--- src/rxl_pkg.sv ---
`default_nettype none
package rxl_pkg;
  // ----------------------------------------------------------
  // Register map
  // ----------------------------------------------------------
  localparam logic [7:0] ADDR_CTRL = 8'h00;
  localparam logic [7:0] ADDR_SHIFT = 8'h04;
  localparam logic [7:0] ADDR_TRIM = 8'h08;
  localparam logic [7:0] ADDR_FRAME = 8'h0c;
  localparam logic [7:0] ADDR_STATUS = 8'h10;
  localparam logic [7:0] ADDR_FILL0 = 8'h40;
  localparam int REG_STRIDE = 4;
  localparam int CTRL_CORE_RST = 0;
  localparam int CTRL_ERR_DIS = 1;
  localparam int FRM_K_LSB = 8;
  localparam int ST_RELEASED = 0;
  localparam int ST_SYNC = 1;
  localparam int ST_ALL_VALID = 2;
  localparam int ST_REINIT = 3;
  localparam logic [1:0] CTRL_RST_VAL = 2'h0;
  localparam logic [7:0] SHIFT_RST_VAL = 8'h00;
  localparam logic [9:0] TRIM_RST_VAL = 10'h000;
  localparam logic [7:0] FRM_F_RST_VAL = 8'h02;
  localparam logic [4:0] FRM_K_RST_VAL = 5'h10;

  // ----------------------------------------------------------
  // Link constants
  // ----------------------------------------------------------
  localparam int OCT_PER_CYC = 4;
  localparam int OCT_SHIFT = 2;
  localparam int LANE_W = 32;
  localparam int FILL_W = 10;
  localparam logic [3:0] ALL_OCT = 4'hf;
  localparam logic [3:0] LIM_DEC = 4'h4;
  localparam logic [3:0] LIM_CTL = 4'h4;
  localparam logic [3:0] LIM_ALN = 4'h8;
  localparam logic [7:0] CHAR_MF_END = 8'h7c;
  localparam int MINOR_FRAMES = 2;
  localparam int REINIT_FRAMES = 16;

  // One lane as delivered by the decoder
  typedef struct packed {
    logic valid;
    logic [LANE_W-1:0] data;
    logic [OCT_PER_CYC-1:0] isK;
    logic [OCT_PER_CYC-1:0] dispErr;
    logic [OCT_PER_CYC-1:0] notInTable;
  } rxl_lane_type;

  // Modular counter step
  function automatic logic [7:0] rxl_wrap(input logic [7:0] v, input logic [7:0] last);
    return (v == last) ? 8'h00 : v + 8'h01;
  endfunction : rxl_wrap

  // Saturating error count
  function automatic logic [3:0] rxl_sat(input logic [3:0] v);
    return (v == 4'hf) ? v : v + 4'h1;
  endfunction : rxl_sat
endpackage : rxl_pkg
`default_nettype wire

--- src/rxl_lane_ram.sv ---
`default_nettype none
module rxl_lane_ram #(
  parameter int W = 32,
  parameter int DEPTH = 64,
  localparam int AW = $clog2(DEPTH)
) (
  // Clock and reset
  input wire logic clk,
  input wire logic rst,
  // Write side
  input wire logic wrEn,
  input wire logic [AW-1:0] wrAddr,
  input wire logic [W-1:0] wrData,
  // Read side
  input wire logic [AW-1:0] rdAddr,
  output logic [W-1:0] rdData
);
  logic [W-1:0] mem [DEPTH];

  // Write port, no reset on the array
  always_ff @(posedge clk) begin
    if (wrEn) begin
      mem[wrAddr] <= wrData;
    end
  end

  // Registered read keeps the output off the array path
  always_ff @(posedge clk or posedge rst) begin
    if (rst) begin
      rdData <= '0;
    end else begin
      rdData <= mem[rdAddr];
    end
  end
endmodule : rxl_lane_ram
`default_nettype wire

--- src/rxl_rx_latency.sv ---
// Decided for this implementation: the register addresses and the Avalon-MM register port.
`default_nettype none
module rxl_rx_latency import rxl_pkg::*; #(
  parameter int LANES = 2,
  parameter int BUF_DEPTH = 64,
  parameter int MF_MAX = 256
) (
  // Clock and reset
  input wire logic clk,
  input wire logic rst,
  // Avalon-MM register slave
  input wire logic [7:0] address,
  input wire logic read,
  input wire logic write,
  input wire logic [31:0] writedata,
  output logic [31:0] readdata,
  output logic waitrequest,
  // Link side
  input wire logic sysref,
  input wire rxl_lane_type laneIn [LANES],
  output logic syncN,
  // Aligned output stream
  output logic [LANES*LANE_W-1:0] outData,
  output logic outValid
);
  localparam int AW = $clog2(BUF_DEPTH);

  // ----------------------------------------------------------
  // Elaboration checks
  // ----------------------------------------------------------
  if (LANES < 1 || LANES > 8) begin : g_badLanes
    $error("LANES must be 1 to 8");
  end
  // Buffer must hold a full multiframe, pointers wrap cleanly
  if (BUF_DEPTH * OCT_PER_CYC < MF_MAX || (1 << AW) != BUF_DEPTH
      || AW + OCT_SHIFT > FILL_W) begin : g_badDepth
    $error("BUF_DEPTH cannot serve MF_MAX");
  end

  // ----------------------------------------------------------
  // Register file
  // ----------------------------------------------------------
  logic ackR;
  logic wrTake;
  logic [1:0] ctrlR;
  logic [7:0] shiftR;
  logic [9:0] trimR;
  logic [7:0] frmFR;
  logic [4:0] frmKR;
  logic [31:0] rdMux;
  logic coreRst;
  logic [FILL_W-1:0] fillR [LANES];
  logic relR;
  logic allValid;
  logic anyReinit;
  logic repSyncN;
  logic longActive;

  // One wait state per access; answer on the second edge
  always_ff @(posedge clk or posedge rst) begin
    if (rst) begin
      ackR <= 1'b0;
    end else begin
      ackR <= (read || write) && !ackR;
    end
  end
  assign waitrequest = (read || write) && !ackR;
  assign wrTake = write && ackR;
  assign coreRst = ctrlR[CTRL_CORE_RST];

  // Software writes; unmapped writes are dropped
  always_ff @(posedge clk or posedge rst) begin
    if (rst) begin
      ctrlR <= CTRL_RST_VAL;
      shiftR <= SHIFT_RST_VAL;
      trimR <= TRIM_RST_VAL;
      frmFR <= FRM_F_RST_VAL;
      frmKR <= FRM_K_RST_VAL;
    end else if (wrTake) begin
      case (address)
        ADDR_CTRL: ctrlR <= writedata[1:0];
        ADDR_SHIFT: shiftR <= writedata[7:0];
        ADDR_TRIM: trimR <= writedata[9:0];
        ADDR_FRAME: begin
          frmFR <= writedata[7:0];
          frmKR <= writedata[FRM_K_LSB+:5];
        end
        default: ;
      endcase
    end
  end

  // Read mux; unmapped offsets read zero
  always_comb begin
    case (address)
      ADDR_CTRL: rdMux = 32'(ctrlR);
      ADDR_SHIFT: rdMux = 32'(shiftR);
      ADDR_TRIM: rdMux = 32'(trimR);
      ADDR_FRAME: rdMux = {19'h0, frmKR, frmFR};
      ADDR_STATUS: begin
        rdMux = '0;
        rdMux[ST_RELEASED] = relR;
        rdMux[ST_SYNC] = syncN;
        rdMux[ST_ALL_VALID] = allValid;
        rdMux[ST_REINIT] = longActive;
      end
      default: rdMux = '0;
    endcase
    for (int i = 0; i < LANES; i++) begin
      if (address == ADDR_FILL0 + 8'(i * REG_STRIDE)) begin
        rdMux = 32'(fillR[i]);
      end
    end
  end

  // Read data captured in the wait cycle, stands at the answer edge
  always_ff @(posedge clk or posedge rst) begin
    if (rst) begin
      readdata <= '0;
    end else if (read && !ackR) begin
      readdata <= rdMux;
    end
  end

  // ----------------------------------------------------------
  // Active configuration
  // ----------------------------------------------------------
  logic [7:0] actShift;
  logic [9:0] actTrim;
  logic [7:0] actF;
  logic [4:0] actK;
  logic [10:0] mfCycles;
  logic [10:0] trimCyc;
  logic [10:0] relIdx;

  // Settings only move while the core is held in reset
  always_ff @(posedge clk or posedge rst) begin
    if (rst) begin
      actShift <= SHIFT_RST_VAL;
      actTrim <= TRIM_RST_VAL;
      actF <= FRM_F_RST_VAL;
      actK <= FRM_K_RST_VAL;
    end else if (coreRst) begin
      actShift <= shiftR;
      actTrim <= trimR;
      actF <= frmFR;
      actK <= frmKR;
    end
  end

  assign mfCycles = 11'((int'(actF) * int'(actK)) / OCT_PER_CYC);
  assign trimCyc = 11'(actTrim >> OCT_SHIFT);
  // Trim moves the release point back from the boundary
  assign relIdx = (trimCyc == '0) ? '0 : mfCycles - trimCyc;

  // ----------------------------------------------------------
  // Local multiframe clock
  // ----------------------------------------------------------
  logic lmfcRun;
  logic dlyAct;
  logic [7:0] dlyCnt;
  logic [10:0] lmfcIdx;

  // First SYSREF after core reset starts the delay, later ones ignored
  always_ff @(posedge clk or posedge rst) begin
    if (rst) begin
      lmfcRun <= 1'b0;
      dlyAct <= 1'b0;
      dlyCnt <= '0;
      lmfcIdx <= '0;
    end else if (coreRst) begin
      lmfcRun <= 1'b0;
      dlyAct <= 1'b0;
      dlyCnt <= '0;
      lmfcIdx <= '0;
    end else if (lmfcRun) begin
      lmfcIdx <= (lmfcIdx == mfCycles - 11'h001) ? '0 : lmfcIdx + 11'h001;
    end else if (dlyAct) begin
      if (dlyCnt == '0) begin
        lmfcRun <= 1'b1;
        lmfcIdx <= '0;
        dlyAct <= 1'b0;
      end else begin
        dlyCnt <= dlyCnt - 8'h01;
      end
    end else if (sysref) begin
      dlyAct <= 1'b1;
      dlyCnt <= actShift;
    end
  end

  // ----------------------------------------------------------
  // Release and read side
  // ----------------------------------------------------------
  logic [LANES-1:0] laneValid;
  logic [LANES-1:0] laneMinor;
  logic [LANES-1:0] laneReinit;
  logic [AW-1:0] wptrR [LANES];
  logic [AW-1:0] rptrR;
  logic relPulse;
  logic fillCaughtR;

  assign allValid = &laneValid;
  assign anyReinit = |laneReinit;
  assign relPulse = lmfcRun && allValid && !relR && (lmfcIdx == relIdx);

  // Common read pointer aligns all lanes to their first octet
  always_ff @(posedge clk or posedge rst) begin
    if (rst) begin
      relR <= 1'b0;
      rptrR <= '0;
      outValid <= 1'b0;
    end else if (coreRst || anyReinit) begin
      relR <= 1'b0;
      rptrR <= '0;
      outValid <= 1'b0;
    end else begin
      relR <= relR || relPulse;
      outValid <= relR || relPulse;
      if (relR || relPulse) begin
        rptrR <= rptrR + 1'b1;
      end
    end
  end

  // Fill is captured once per core reset so reads stay consistent
  always_ff @(posedge clk or posedge rst) begin
    if (rst) begin
      fillCaughtR <= 1'b0;
    end else if (coreRst) begin
      fillCaughtR <= 1'b0;
    end else if (relPulse) begin
      fillCaughtR <= 1'b1;
    end
  end

  // ----------------------------------------------------------
  // Per lane buffer and error tracking
  // ----------------------------------------------------------
  for (genvar g = 0; g < LANES; g++) begin : g_lane
    logic [7:0] posR;
    logic [7:0] frmR;
    logic [3:0] decR;
    logic [3:0] ctlR;
    logic [3:0] alnR;
    logic [7:0] posN;
    logic [7:0] frmN;
    logic [3:0] decN;
    logic [3:0] ctlN;
    logic [3:0] alnN;
    logic bad;
    logic endF;
    logic isCtl;
    logic minor;
    logic reinit;

    assign laneValid[g] = laneIn[g].valid;

    rxl_lane_ram #(.W(LANE_W), .DEPTH(BUF_DEPTH)) uRam (
      .clk(clk),
      .rst(rst),
      .wrEn(laneIn[g].valid),
      .wrAddr(wptrR[g]),
      .wrData(laneIn[g].data),
      .rdAddr(rptrR),
      .rdData(outData[g*LANE_W+:LANE_W])
    );

    // Lane writes from its own first valid word; skew shows in wptr
    always_ff @(posedge clk or posedge rst) begin
      if (rst) begin
        wptrR[g] <= '0;
      end else if (coreRst || anyReinit) begin
        wptrR[g] <= '0;
      end else if (laneIn[g].valid) begin
        wptrR[g] <= wptrR[g] + 1'b1;
      end
    end

    // Pointer difference in octets; read pointer is zero at release
    always_ff @(posedge clk or posedge rst) begin
      if (rst) begin
        fillR[g] <= '0;
      end else if (coreRst) begin
        fillR[g] <= '0;
      end else if (relPulse && !fillCaughtR) begin
        fillR[g] <= FILL_W'(wptrR[g]) << OCT_SHIFT;
      end
    end

    // Walk the four octets in order, tracking frame position
    always_comb begin
      posN = posR;
      frmN = frmR;
      decN = decR;
      ctlN = ctlR;
      alnN = alnR;
      bad = 1'b0;
      endF = 1'b0;
      isCtl = 1'b0;
      minor = 1'b0;
      reinit = 1'b0;
      for (int i = 0; i < OCT_PER_CYC; i++) begin
        bad = laneIn[g].dispErr[i] || laneIn[g].notInTable[i];
        endF = (posN == actF - 8'h01);
        isCtl = laneIn[g].isK[i] && !bad;
        decN = bad ? rxl_sat(decN) : 4'h0;
        if (isCtl && !endF) begin
          ctlN = rxl_sat(ctlN);
          minor = 1'b1;
        end else if (!bad) begin
          ctlN = 4'h0;
        end
        if (isCtl && laneIn[g].data[8*i+:8] == CHAR_MF_END) begin
          if (endF && frmN == 8'(actK) - 8'h01) begin
            alnN = 4'h0;
          end else begin
            alnN = rxl_sat(alnN);
            minor = 1'b1;
          end
        end
        if (decN >= LIM_DEC || ctlN >= LIM_CTL || alnN >= LIM_ALN) begin
          reinit = 1'b1;
        end
        if (endF) begin
          frmN = rxl_wrap(frmN, 8'(actK) - 8'h01);
        end
        posN = rxl_wrap(posN, actF - 8'h01);
      end
    end

    assign laneMinor[g] = laneIn[g].valid && minor;
    assign laneReinit[g] = laneIn[g].valid && reinit;

    // Counters restart with the lane; valid marks a frame start
    always_ff @(posedge clk or posedge rst) begin
      if (rst) begin
        posR <= '0;
        frmR <= '0;
        decR <= '0;
        ctlR <= '0;
        alnR <= '0;
      end else if (coreRst || anyReinit || !laneIn[g].valid) begin
        posR <= '0;
        frmR <= '0;
        decR <= '0;
        ctlR <= '0;
        alnR <= '0;
      end else begin
        posR <= posN;
        frmR <= frmN;
        decR <= decN;
        ctlR <= ctlN;
        alnR <= alnN;
      end
    end

  end

  // ----------------------------------------------------------
  // SYNC~ reporting
  // ----------------------------------------------------------
  rxl_sync_report uSync (
    .clk(clk),
    .rst(rst),
    .coreRst(coreRst),
    .frameOct(actF),
    .mfCycles(mfCycles),
    .lmfcIdx(lmfcIdx),
    .lmfcRun(lmfcRun),
    .errDis(ctrlR[CTRL_ERR_DIS]),
    .minorErr(|laneMinor),
    .reinitReq(anyReinit),
    .syncN(repSyncN),
    .longActive(longActive)
  );
  // Held low while the core is in reset so the link restarts
  assign syncN = repSyncN && !coreRst;

  // ----------------------------------------------------------
  // Checks
  // ----------------------------------------------------------
  logic [8:0] sinceSys;
  always_ff @(posedge clk or posedge rst) begin
    if (rst) begin
      sinceSys <= '0;
    end else if (!dlyAct && !lmfcRun && sysref) begin
      sinceSys <= '0;
    end else if (dlyAct) begin
      sinceSys <= sinceSys + 9'h001;
    end
  end
endmodule : rxl_rx_latency
`default_nettype wire

--- src/rxl_sync_report.sv ---
`default_nettype none
module rxl_sync_report import rxl_pkg::*; (
  // Clock and reset
  input wire logic clk,
  input wire logic rst,
  input wire logic coreRst,
  // Framing
  input wire logic [7:0] frameOct,
  input wire logic [10:0] mfCycles,
  input wire logic [10:0] lmfcIdx,
  input wire logic lmfcRun,
  // Error events
  input wire logic errDis,
  input wire logic minorErr,
  input wire logic reinitReq,
  // Status
  output logic syncN,
  output logic longActive
);
  typedef enum logic [1:0] {SY_IDLE, SY_MINOR, SY_LONG} rxl_sync_type;

  rxl_sync_type stR;
  logic [10:0] cntR;
  logic pendR;
  logic [10:0] minorLen;
  logic [10:0] longLen;
  logic startMinor;
  logic enterLong;

  // ----------------------------------------------------------
  // Pulse lengths in core cycles
  // ----------------------------------------------------------
  // Two frames rounds up so short frames still give one cycle
  assign minorLen = 11'((MINOR_FRAMES * int'(frameOct) + OCT_PER_CYC - 1) / OCT_PER_CYC);
  assign longLen = 11'((REINIT_FRAMES * int'(frameOct)) / OCT_PER_CYC);
  assign startMinor = (stR == SY_IDLE) && pendR && lmfcRun
    && (lmfcIdx == mfCycles - minorLen);
  assign enterLong = reinitReq && (stR != SY_LONG);

  // Pending minor error, set wins over the clear
  always_ff @(posedge clk or posedge rst) begin
    if (rst) begin
      pendR <= 1'b0;
    end else if (coreRst) begin
      pendR <= 1'b0;
    end else begin
      pendR <= ((pendR && !startMinor) || minorErr) && !errDis;
    end
  end

  // Line state; a re-init request overrides a minor pulse
  always_ff @(posedge clk or posedge rst) begin
    if (rst) begin
      stR <= SY_IDLE;
      cntR <= '0;
    end else if (coreRst) begin
      stR <= SY_IDLE;
      cntR <= '0;
    end else if (enterLong) begin
      stR <= SY_LONG;
      cntR <= longLen - 11'h001;
    end else begin
      unique case (stR)
        SY_IDLE: begin
          if (startMinor) begin
            stR <= SY_MINOR;
            cntR <= minorLen - 11'h001;
          end
        end
        SY_MINOR, SY_LONG: begin
          if (cntR == '0) begin
            stR <= SY_IDLE;
          end else begin
            cntR <= cntR - 11'h001;
          end
        end
      endcase
    end
  end

  assign syncN = (stR == SY_IDLE);
  assign longActive = (stR == SY_LONG);

  // ----------------------------------------------------------
  // Checks
  // ----------------------------------------------------------
  logic [10:0] lowCnt;
  always_ff @(posedge clk or posedge rst) begin
    if (rst) begin
      lowCnt <= '0;
    end else if (syncN || enterLong) begin
      lowCnt <= '0;
    end else begin
      lowCnt <= lowCnt + 11'h001;
    end
  end
endmodule : rxl_sync_report
`default_nettype wire

--- config.mk ---
export PLATFORM = sky130hd
export DESIGN_NAME = rxl_rx_latency
export DESIGN_NICKNAME = d
export VERILOG_FILES = /design/src/rxl_pkg.sv /design/src/rxl_lane_ram.sv /design/src/rxl_rx_latency.sv /design/src/rxl_sync_report.sv
export SDC_FILE = /design/constraint.sdc
export NUM_CORES = 2
export LEC_CHECK = 0
export BUFFER_PORTS_ARGS = -buffer_cell sky130_fd_sc_hd__buf_2
export CAP_MARGIN = 20
export CORE_ASPECT_RATIO = 0.7
export CORE_MARGIN = 2
export CORE_UTILIZATION = 42
export DETAILED_ROUTE_END_ITERATION = 6
export HOLD_SLACK_MARGIN = 0.08
export PLACE_DENSITY = 0.6
export SYNTH_ARGS = -nofsm -noshare
export SYNTH_HDL_FRONTEND = slang
export SYNTH_SLANG_ARGS = --single-unit
--- constraint.sdc ---
create_clock -name clk -period 17.47 [get_ports clk]
set_input_delay 0.8735 -clock clk [delete_from_list [all_inputs] [get_ports clk]]
set_output_delay 0.8735 -clock clk [all_outputs]
set_load 0.01 [all_outputs]
Word level (Yosys, flattened, before mapping). Memory sizes are Yosys's and may differ from the RTL's. A register that Yosys moved wholly into a read port is not among the register bits. Index checks and enable logic that the tools add are counted.

Multiply operators: 1. Mux-type cells: 181. Reductions and logical operators: 131. $lt $le $gt $ge: 24. Add/sub/neg operators: 57. Equality and inequality tests: 65. Bitwise operators: 2.

Operators by type and width (number): two-way mux 4 bit (70); two-way mux 8 bit (33); adder 8 x 1 -> 8 bit, second input constant (16); equality test 8 bit (16); two-way mux 11 bit (10); adder 4 x 1 -> 4 bit, second input constant (24); equality test 4 bit, second input constant (24); equality test 8 x 7 -> 1 bit, second input constant (10); one-hot mux 13 bit (5 select lines) (1); greater-or-equal comparator 4 x 3 -> 1 bit, second input constant (16); two-way mux 32 bit (2); logical AND 1 bit (50); two-way mux 1 bit (49); two-way mux 10 bit (4); two-way mux 6 bit (6); equality test 11 bit (3); subtractor 11 x 1 -> 11 bit, second input constant (3); greater-or-equal comparator 4 bit, second input constant (8); logical OR 1 bit (30); logical NOT 1 bit (24); adder 11 x 1 -> 11 bit (2); logical NOT 11 bit (2); one-hot mux 11 bit (2 select lines) (1); subtractor 10 x 1 -> 11 bit, second input constant (2); other kinds (28) (55).

Logic and storage cells: 498. Bits of input ports: 135. Flip-flop bits (word level): 228. RAM bits: 4096. Memories kept: 2.

Memory list: g_lane[0].uRam.mem (words 64, bits a word 32, rd ports 1, clocked after memory_dff 1, write ports 1, line rxl_lane_ram.sv:18) `logic [W-1:0] mem [DEPTH];`; g_lane[1].uRam.mem (words 64, bits a word 32, rd ports 1, clocked after memory_dff 1, write ports 1, line rxl_lane_ram.sv:18).

Logic depth before layout (Yosys ltp).
Word-level depth: 25. Gate-level depth with buffers: 38. Depth with buffers taken out: 29.

Modules after synthesis. From an unflattened synthesis, not the netlist that was laid out.

Cell total of the unflattened synthesis: 9821. Area total of the unflattened synthesis: 179932.6 µm².

Modules (own cells, without submodules): rxl_lane_ram (cells an instance 3512, instances 2, sequential area each 62299.8 µm², area each 78963.2 µm²); rxl_rx_latency (cells an instance 2475, instances 1, sequential area each 4634.4 µm², area each 19580.0 µm²); rxl_sync_report (cells an instance 322, instances 1, sequential area each 350.3 µm², area each 2426.1 µm²).

Worst setup path before layout. Ideal clock, no wire load.

Path kind: flip-flop to flip-flop. Start: register actF[0]. End: register g_lane[0].posR[7]. Setup slack: 10137 ps. Library setup time: 95 ps. Required time: 17375 ps. Stages on the path, launching flop included: 36. Period minus slack after synthesis: 7333 ps. Arrival time: 7238 ps. Cell sequence: dfrtp_1 > buf_2 > inv_1 > clkbuf_1 > ha_1 > clkbuf_2 > xnor2_1 > a311oi_1 > o311a_1 > nand3_1 > buf_2 > buf_2 > buf_2 > and2_1 > ha_1 > clkbuf_1 > o21a_1 > a31o_2 > a21oi_1 > xnor3_1 > and3_1 > o21a_1 > o221ai_1 > or2_2 > buf_2 > buf_2 > o21ai_0 > a221oi_1 > and4_1 > o2111a_1 > o311a_1 > o21a_1 > nand2_1 > or4_1 > buf_6 > nor4_4.

Longest elaborated chain between the ends: 25. Elaborated cells between the ends (all ways): 177. Classes of those cells: 22 x add/sub; 16 x order compare; 26 x eq/ne; 68 x mux; 45 x reduce/logical.

Ends and longest elaborated chain: start: declaration (line rxl_rx_latency.sv:130) `logic [7:0] actF;`; start signal: assignment (line rxl_rx_latency.sv:146) `actF <= frmFR;`; subtractor 8 x 1 -> 8 bit * (line rxl_rx_latency.sv:305, rxl_rx_latency.sv:328); equality test 8 bit (line rxl_pkg.sv:52, rxl_rx_latency.sv:305); logical AND 1 bit (line rxl_rx_latency.sv:315) `if (endF && frmN == 8'(actK) - 8'h01) begin`; two-way mux 4 bit (line rxl_rx_latency.sv:315); two-way mux 4 bit (line rxl_rx_latency.sv:314) `if (isCtl && laneIn[g].data[8*i+:8] == CHAR_MF_END) begin`; adder 4 x 1 -> 4 bit or equality test 4 bit (tied branches) (line rxl_pkg.sv:57) `return (v == 4'hf) ? v : v + 4'h1;`; two-way mux 4 bit (line rxl_pkg.sv:57); two-way mux 4 bit (line rxl_rx_latency.sv:315); [8 not listed]; two-way mux 4 bit (line rxl_rx_latency.sv:314); greater-or-equal comparator 4 bit (line rxl_rx_latency.sv:322) `if (decN >= LIM_DEC || ctlN >= LIM_CTL || alnN >= LIM_ALN) begin`; logical OR 1 bit (line rxl_rx_latency.sv:322); two-way mux 1 bit (line rxl_rx_latency.sv:322); logical AND 1 bit (line rxl_rx_latency.sv:333) `assign laneReinit[g] = laneIn[g].valid && reinit;`; OR reduction 2 bit (line rxl_rx_latency.sv:204) `assign anyReinit = |laneReinit;`; logical OR 1 bit (2 in a row) (line rxl_rx_latency.sv:343) `end else if (coreRst || anyReinit || !laneIn[g].valid) begin`; two-way mux 8 bit * (line rxl_rx_latency.sv:343); end signal: assignment (line rxl_rx_latency.sv:350) `posR <= posN;`; end: declaration (line rxl_rx_latency.sv:241) `logic [7:0] posR;`.

Mark *: on every way between the ends. The rest lies on a longest branch, timed or not. A chain may end at the register's enable or synchronous reset.

Worst setup path after layout.
Start: register actF[0]. End: register g_lane[1].alnR[2].

Longest elaborated chain between the ends: 25. Elaborated cells between the ends (all ways): 175. Classes of those cells: 21 x add/sub; 16 x order compare; 26 x eq/ne; 67 x mux; 45 x reduce/logical.

Ends and longest elaborated chain: subtractor 8 x 1 -> 8 bit * (line rxl_rx_latency.sv:305, rxl_rx_latency.sv:328); equality test 8 bit (line rxl_pkg.sv:52, rxl_rx_latency.sv:305); logical AND 1 bit (line rxl_rx_latency.sv:315); two-way mux 4 bit (line rxl_rx_latency.sv:315); two-way mux 4 bit (line rxl_rx_latency.sv:314); adder 4 x 1 -> 4 bit or equality test 4 bit (tied branches) (line rxl_pkg.sv:57); two-way mux 4 bit (line rxl_pkg.sv:57); two-way mux 4 bit (line rxl_rx_latency.sv:315); [8 not listed]; two-way mux 4 bit (line rxl_rx_latency.sv:314); greater-or-equal comparator 4 bit (line rxl_rx_latency.sv:322); logical OR 1 bit (line rxl_rx_latency.sv:322); two-way mux 1 bit (line rxl_rx_latency.sv:322); logical AND 1 bit (line rxl_rx_latency.sv:333); OR reduction 2 bit (line rxl_rx_latency.sv:204); logical OR 1 bit (2 in a row) (line rxl_rx_latency.sv:343); two-way mux 4 bit * (line rxl_rx_latency.sv:343); end signal: assignment (line rxl_rx_latency.sv:354) `alnR <= alnN;`; end: declaration (line rxl_rx_latency.sv:245) `logic [3:0] alnR;`.

Marks and branches as above.

==> run summary <==
Status: finished with violations
Failing checks: DRC
Initial drt markers: 14.5k
First-pass GRT wire length: 742 mm
Final Hold Fails: 0
Final core occ: 47.6%
Input/output buffers: 195
Static Leakage: 62.4 nW
CTS Buffer Depth: 4
First drt pass iteration count: 7
Slew at the pin closest to its max-slew limit: 1.20 ns
Pwr dens: 105 nW/um2
Reg2reg path depth: 29
Layout area overhead: 12.6%
RSZ-0062 raised after global routing: false
I/O pin count: 234
Largest net degree at the start of global routing: 120
Syn Area/Cell: 18.4 um2
Drt total wl: 530 mm
Syn. warnings: 0
Slowest CP cell: dfrtp_1
Overflow after GRT: 0
Crit Path Category: flop to flop
WHS Path Cells: 3
Average wire per standard cell: 32.8 um
DRT antenna net count: 0
Initial antenna violation count: 49
Mapped Cells: 9770
Worst path required time: 18.29 ns
Clk sink count: 4359
Die span in x: 785 um
Number of cells upsized or downsized after cts: 0
Commonest non-fill, non-tap cell in the layout: edfxtp_1
Post-Route Setup TNS: 0 ns
CP Max Fanout: 31
CTS H-tree depth: 5
Synthesis-stage register bit count: 4359
Vias in the first global route: 97.4k
Commonest cells after routing, fill and taps aside: edfxtp_1, mux4_2, mux2i_1
Worst skew pair latency: 1.04 ns
Layout cells sized above 1: 22.0%
Initial core utilization: 42.3%
Num rows: 200
Final max-slew violation count: 0
CP max stage delay: 0.86 ns
Rel. slew slack: 20.0%
Clock-pin slew on the worst setup and hold paths: 0.06 ns
Seq/Total Area, Yosys: 72.2%
Postcts setup bufs: 0
Final period util: 57.8%
Post-synth EDFFs: 4096
Period minus WS final: 10.09 ns
CTS buffer count: 403
Worst Hold Class: input pin to flop
Crit Reg-Reg Endpoint: g_lane[1].alnR[2]$_DFF_PP0_
Die ar.: 433000 um2
DP HPWL: 320 mm
Worst Hold Path EP: ackR$_DFF_PP0_
Synth Cell Area: 180000 um2
Via count: 101k
Core area: 425000 um2
Post-synth ARST share: 6.03%
Fmax: 99.1 MHz
Final GP Congestion: 0.877
Die span in y: 551 um
Synth cell types: 128
Crit path launch type: flop
Post-CTS Hold Buffers: 6
Peak VDD IR: 0.0000811 V
Max Cap Violations: 0
Start of the worst register-to-register path: actF[0]$_DFFE_PP0P_
PnR Total Power: 21.3 mW
Worst hold start: read
Root buffer cell: clkbuf_16
Setup-failing EPs final: 0
Vias per inst: 6.22
Primary FF master, synth: edfxtp_1
CTS tree: done
Final net count: 10.4k
Drt drc: 1
Critical Path Sink Type: flop
FF-to-FF setup slack: 7.38 ns
Crit path DAT: 10.91 ns
CP dominant cell by count: buf_4
Setup Skew: 0.0873 ns
Total Routing Usage GR: 24.1%
critical path, delay by kind of cell (launching register included):
family	cells	cell delay (ns)
AOI/OAI and AO/OA	13	4.14
adders and majority gates	2	0.79
DFF	1	0.86
buffers and inverters	5	1.10
xor gates and xnor gates	1	0.42
and+or+nand+nor	8	2.57
through the flow:
step	hold WS (ns)	cells	area (um2)	setup WS, ns
2_1_floorplan	0.426	9798	180000	9.36
3_3_place_gp	0.464	15400	189000	7.77
3_5_place_dp	0.467	15400	189000	7.52
4_1_cts	0.101	16100	202000	7.49
5_1_grt	0.134	16200	202000	6.90
6_report	0.175	16200	202000	7.38
layer usage:
| layer | global-route usage (%) | routed length, um |
|---|---|---|
| met5 | 0 | 94 |
| met4 | 5.54 | 12800 |
| met3 | 4.65 | 59500 |
| met2 | 34.6 | 227000 |
| met1 | 37.9 | 231000 |
logic make-up (layout without fill, tap and decap cells):
| logic type | Yosys count | count (layout) | synth area share, % |
|---|---|---|---|
| DFF | 4359 | 4359 | 72.2 |
| buffers and inverters | 697 | 1397 | 1.55 |
| xor gates and xnor gates | 234 | 234 | 1.25 |
| other | 1 | 36 | 0.00209 |
| adders and majority gates | 109 | 109 | 0.843 |
| muxes | 1486 | 1486 | 14.6 |
| and+or+nand+nor | 1413 | 1413 | 4.00 |
| AOI/OAI and AO/OA | 1471 | 1471 | 5.58 |
state kept, by name (all words and copies together) (netlist names), 8 cells and up:
signal,flops
fillR,12
g_lane.alnR,8
g_lane.uRam.rdData,64
g_lane.posR,16
actShift,8
uSync.cntR,11
trimR,10
lmfcIdx,11
actTrim,8
readdata,13
frmFR,8
wptrR,12
g_lane.uRam.mem,4096
g_lane.frmR,16
actF,8
g_lane.decR,8
dlyCnt,8
shiftR,8
g_lane.ctlR,8
report_power, final:
part / total (mW) / switching [mW] / internal (mW)
Combinational: 1.00 / 0.646 / 0.357
Clock: 8.75 / 3.88 / 4.87
Sequential: 11.6 / 0.0786 / 11.5
worst max-delay path by stage:
stage,startpoint,slack [ns],end
floorplan,rst,9.36,ackR$_DFF_PP0_
global placement,actF[0]$_DFFE_PP0P_,7.77,g_lane[1].alnR[2]$_DFF_PP0_
detailed placement,actF[0]$_DFFE_PP0P_,7.52,g_lane[1].alnR[2]$_DFF_PP0_
CTS,actF[0]$_DFFE_PP0P_,7.49,g_lane[1].alnR[2]$_DFF_PP0_
global route,actF[0]$_DFFE_PP0P_,6.90,g_lane[1].alnR[2]$_DFF_PP0_
finish,actF[0]$_DFFE_PP0P_,7.38,g_lane[1].alnR[2]$_DFF_PP0_
cells in the mapped netlist (all sizes together), types with 12 or more instances:
cell type	count	share of area [%]
a2111oi	12	0.087
edfxtp	4096	69
or4	19	0.084
mux2i	526	2.9
or3	27	0.094
a221oi	13	0.067
clkbuf	355	0.74
a31oi	46	0.16
nand3	135	0.38
o21a	23	0.097
fa	20	0.22
o22ai	186	0.65
nor2b	29	0.10
mux2	60	0.38
xor2	82	0.40
buf	223	0.56
xnor2	141	0.70
a21o	31	0.13
nor3	105	0.36
ha	89	0.62
and4	19	0.093
mux4	900	11
o21ai	291	0.81
a21oi	295	0.83
nand4	49	0.17
a21boi	16	0.067
a211oi	101	0.44
o31ai	17	0.074
nor4	41	0.18
or2	31	0.11
o211ai	31	0.13
nand2b	33	0.11
nor2	405	0.85
dfrtp	259	3.6
inv	117	0.24
nand2	332	0.70
and2	61	0.21
and3	60	0.21
o221ai	247	1.2
area by class of cell:
| type | instances | area [um2] |
|---|---|---|
| fillers | 34800 | 223000 |
| flip-flops and latches | 4359 | 130000 |
| clock buffers | 553 | 11200 |
| inverters | 119 | 462 |
| diodes | 7 | 17.5 |
| multi-input cells | 4742 | 48300 |
| repair buffers | 531 | 3740 |
| well taps | 5656 | 7080 |
| clock inverters | 194 | 1830 |
(Power assumes the default switching activity.)
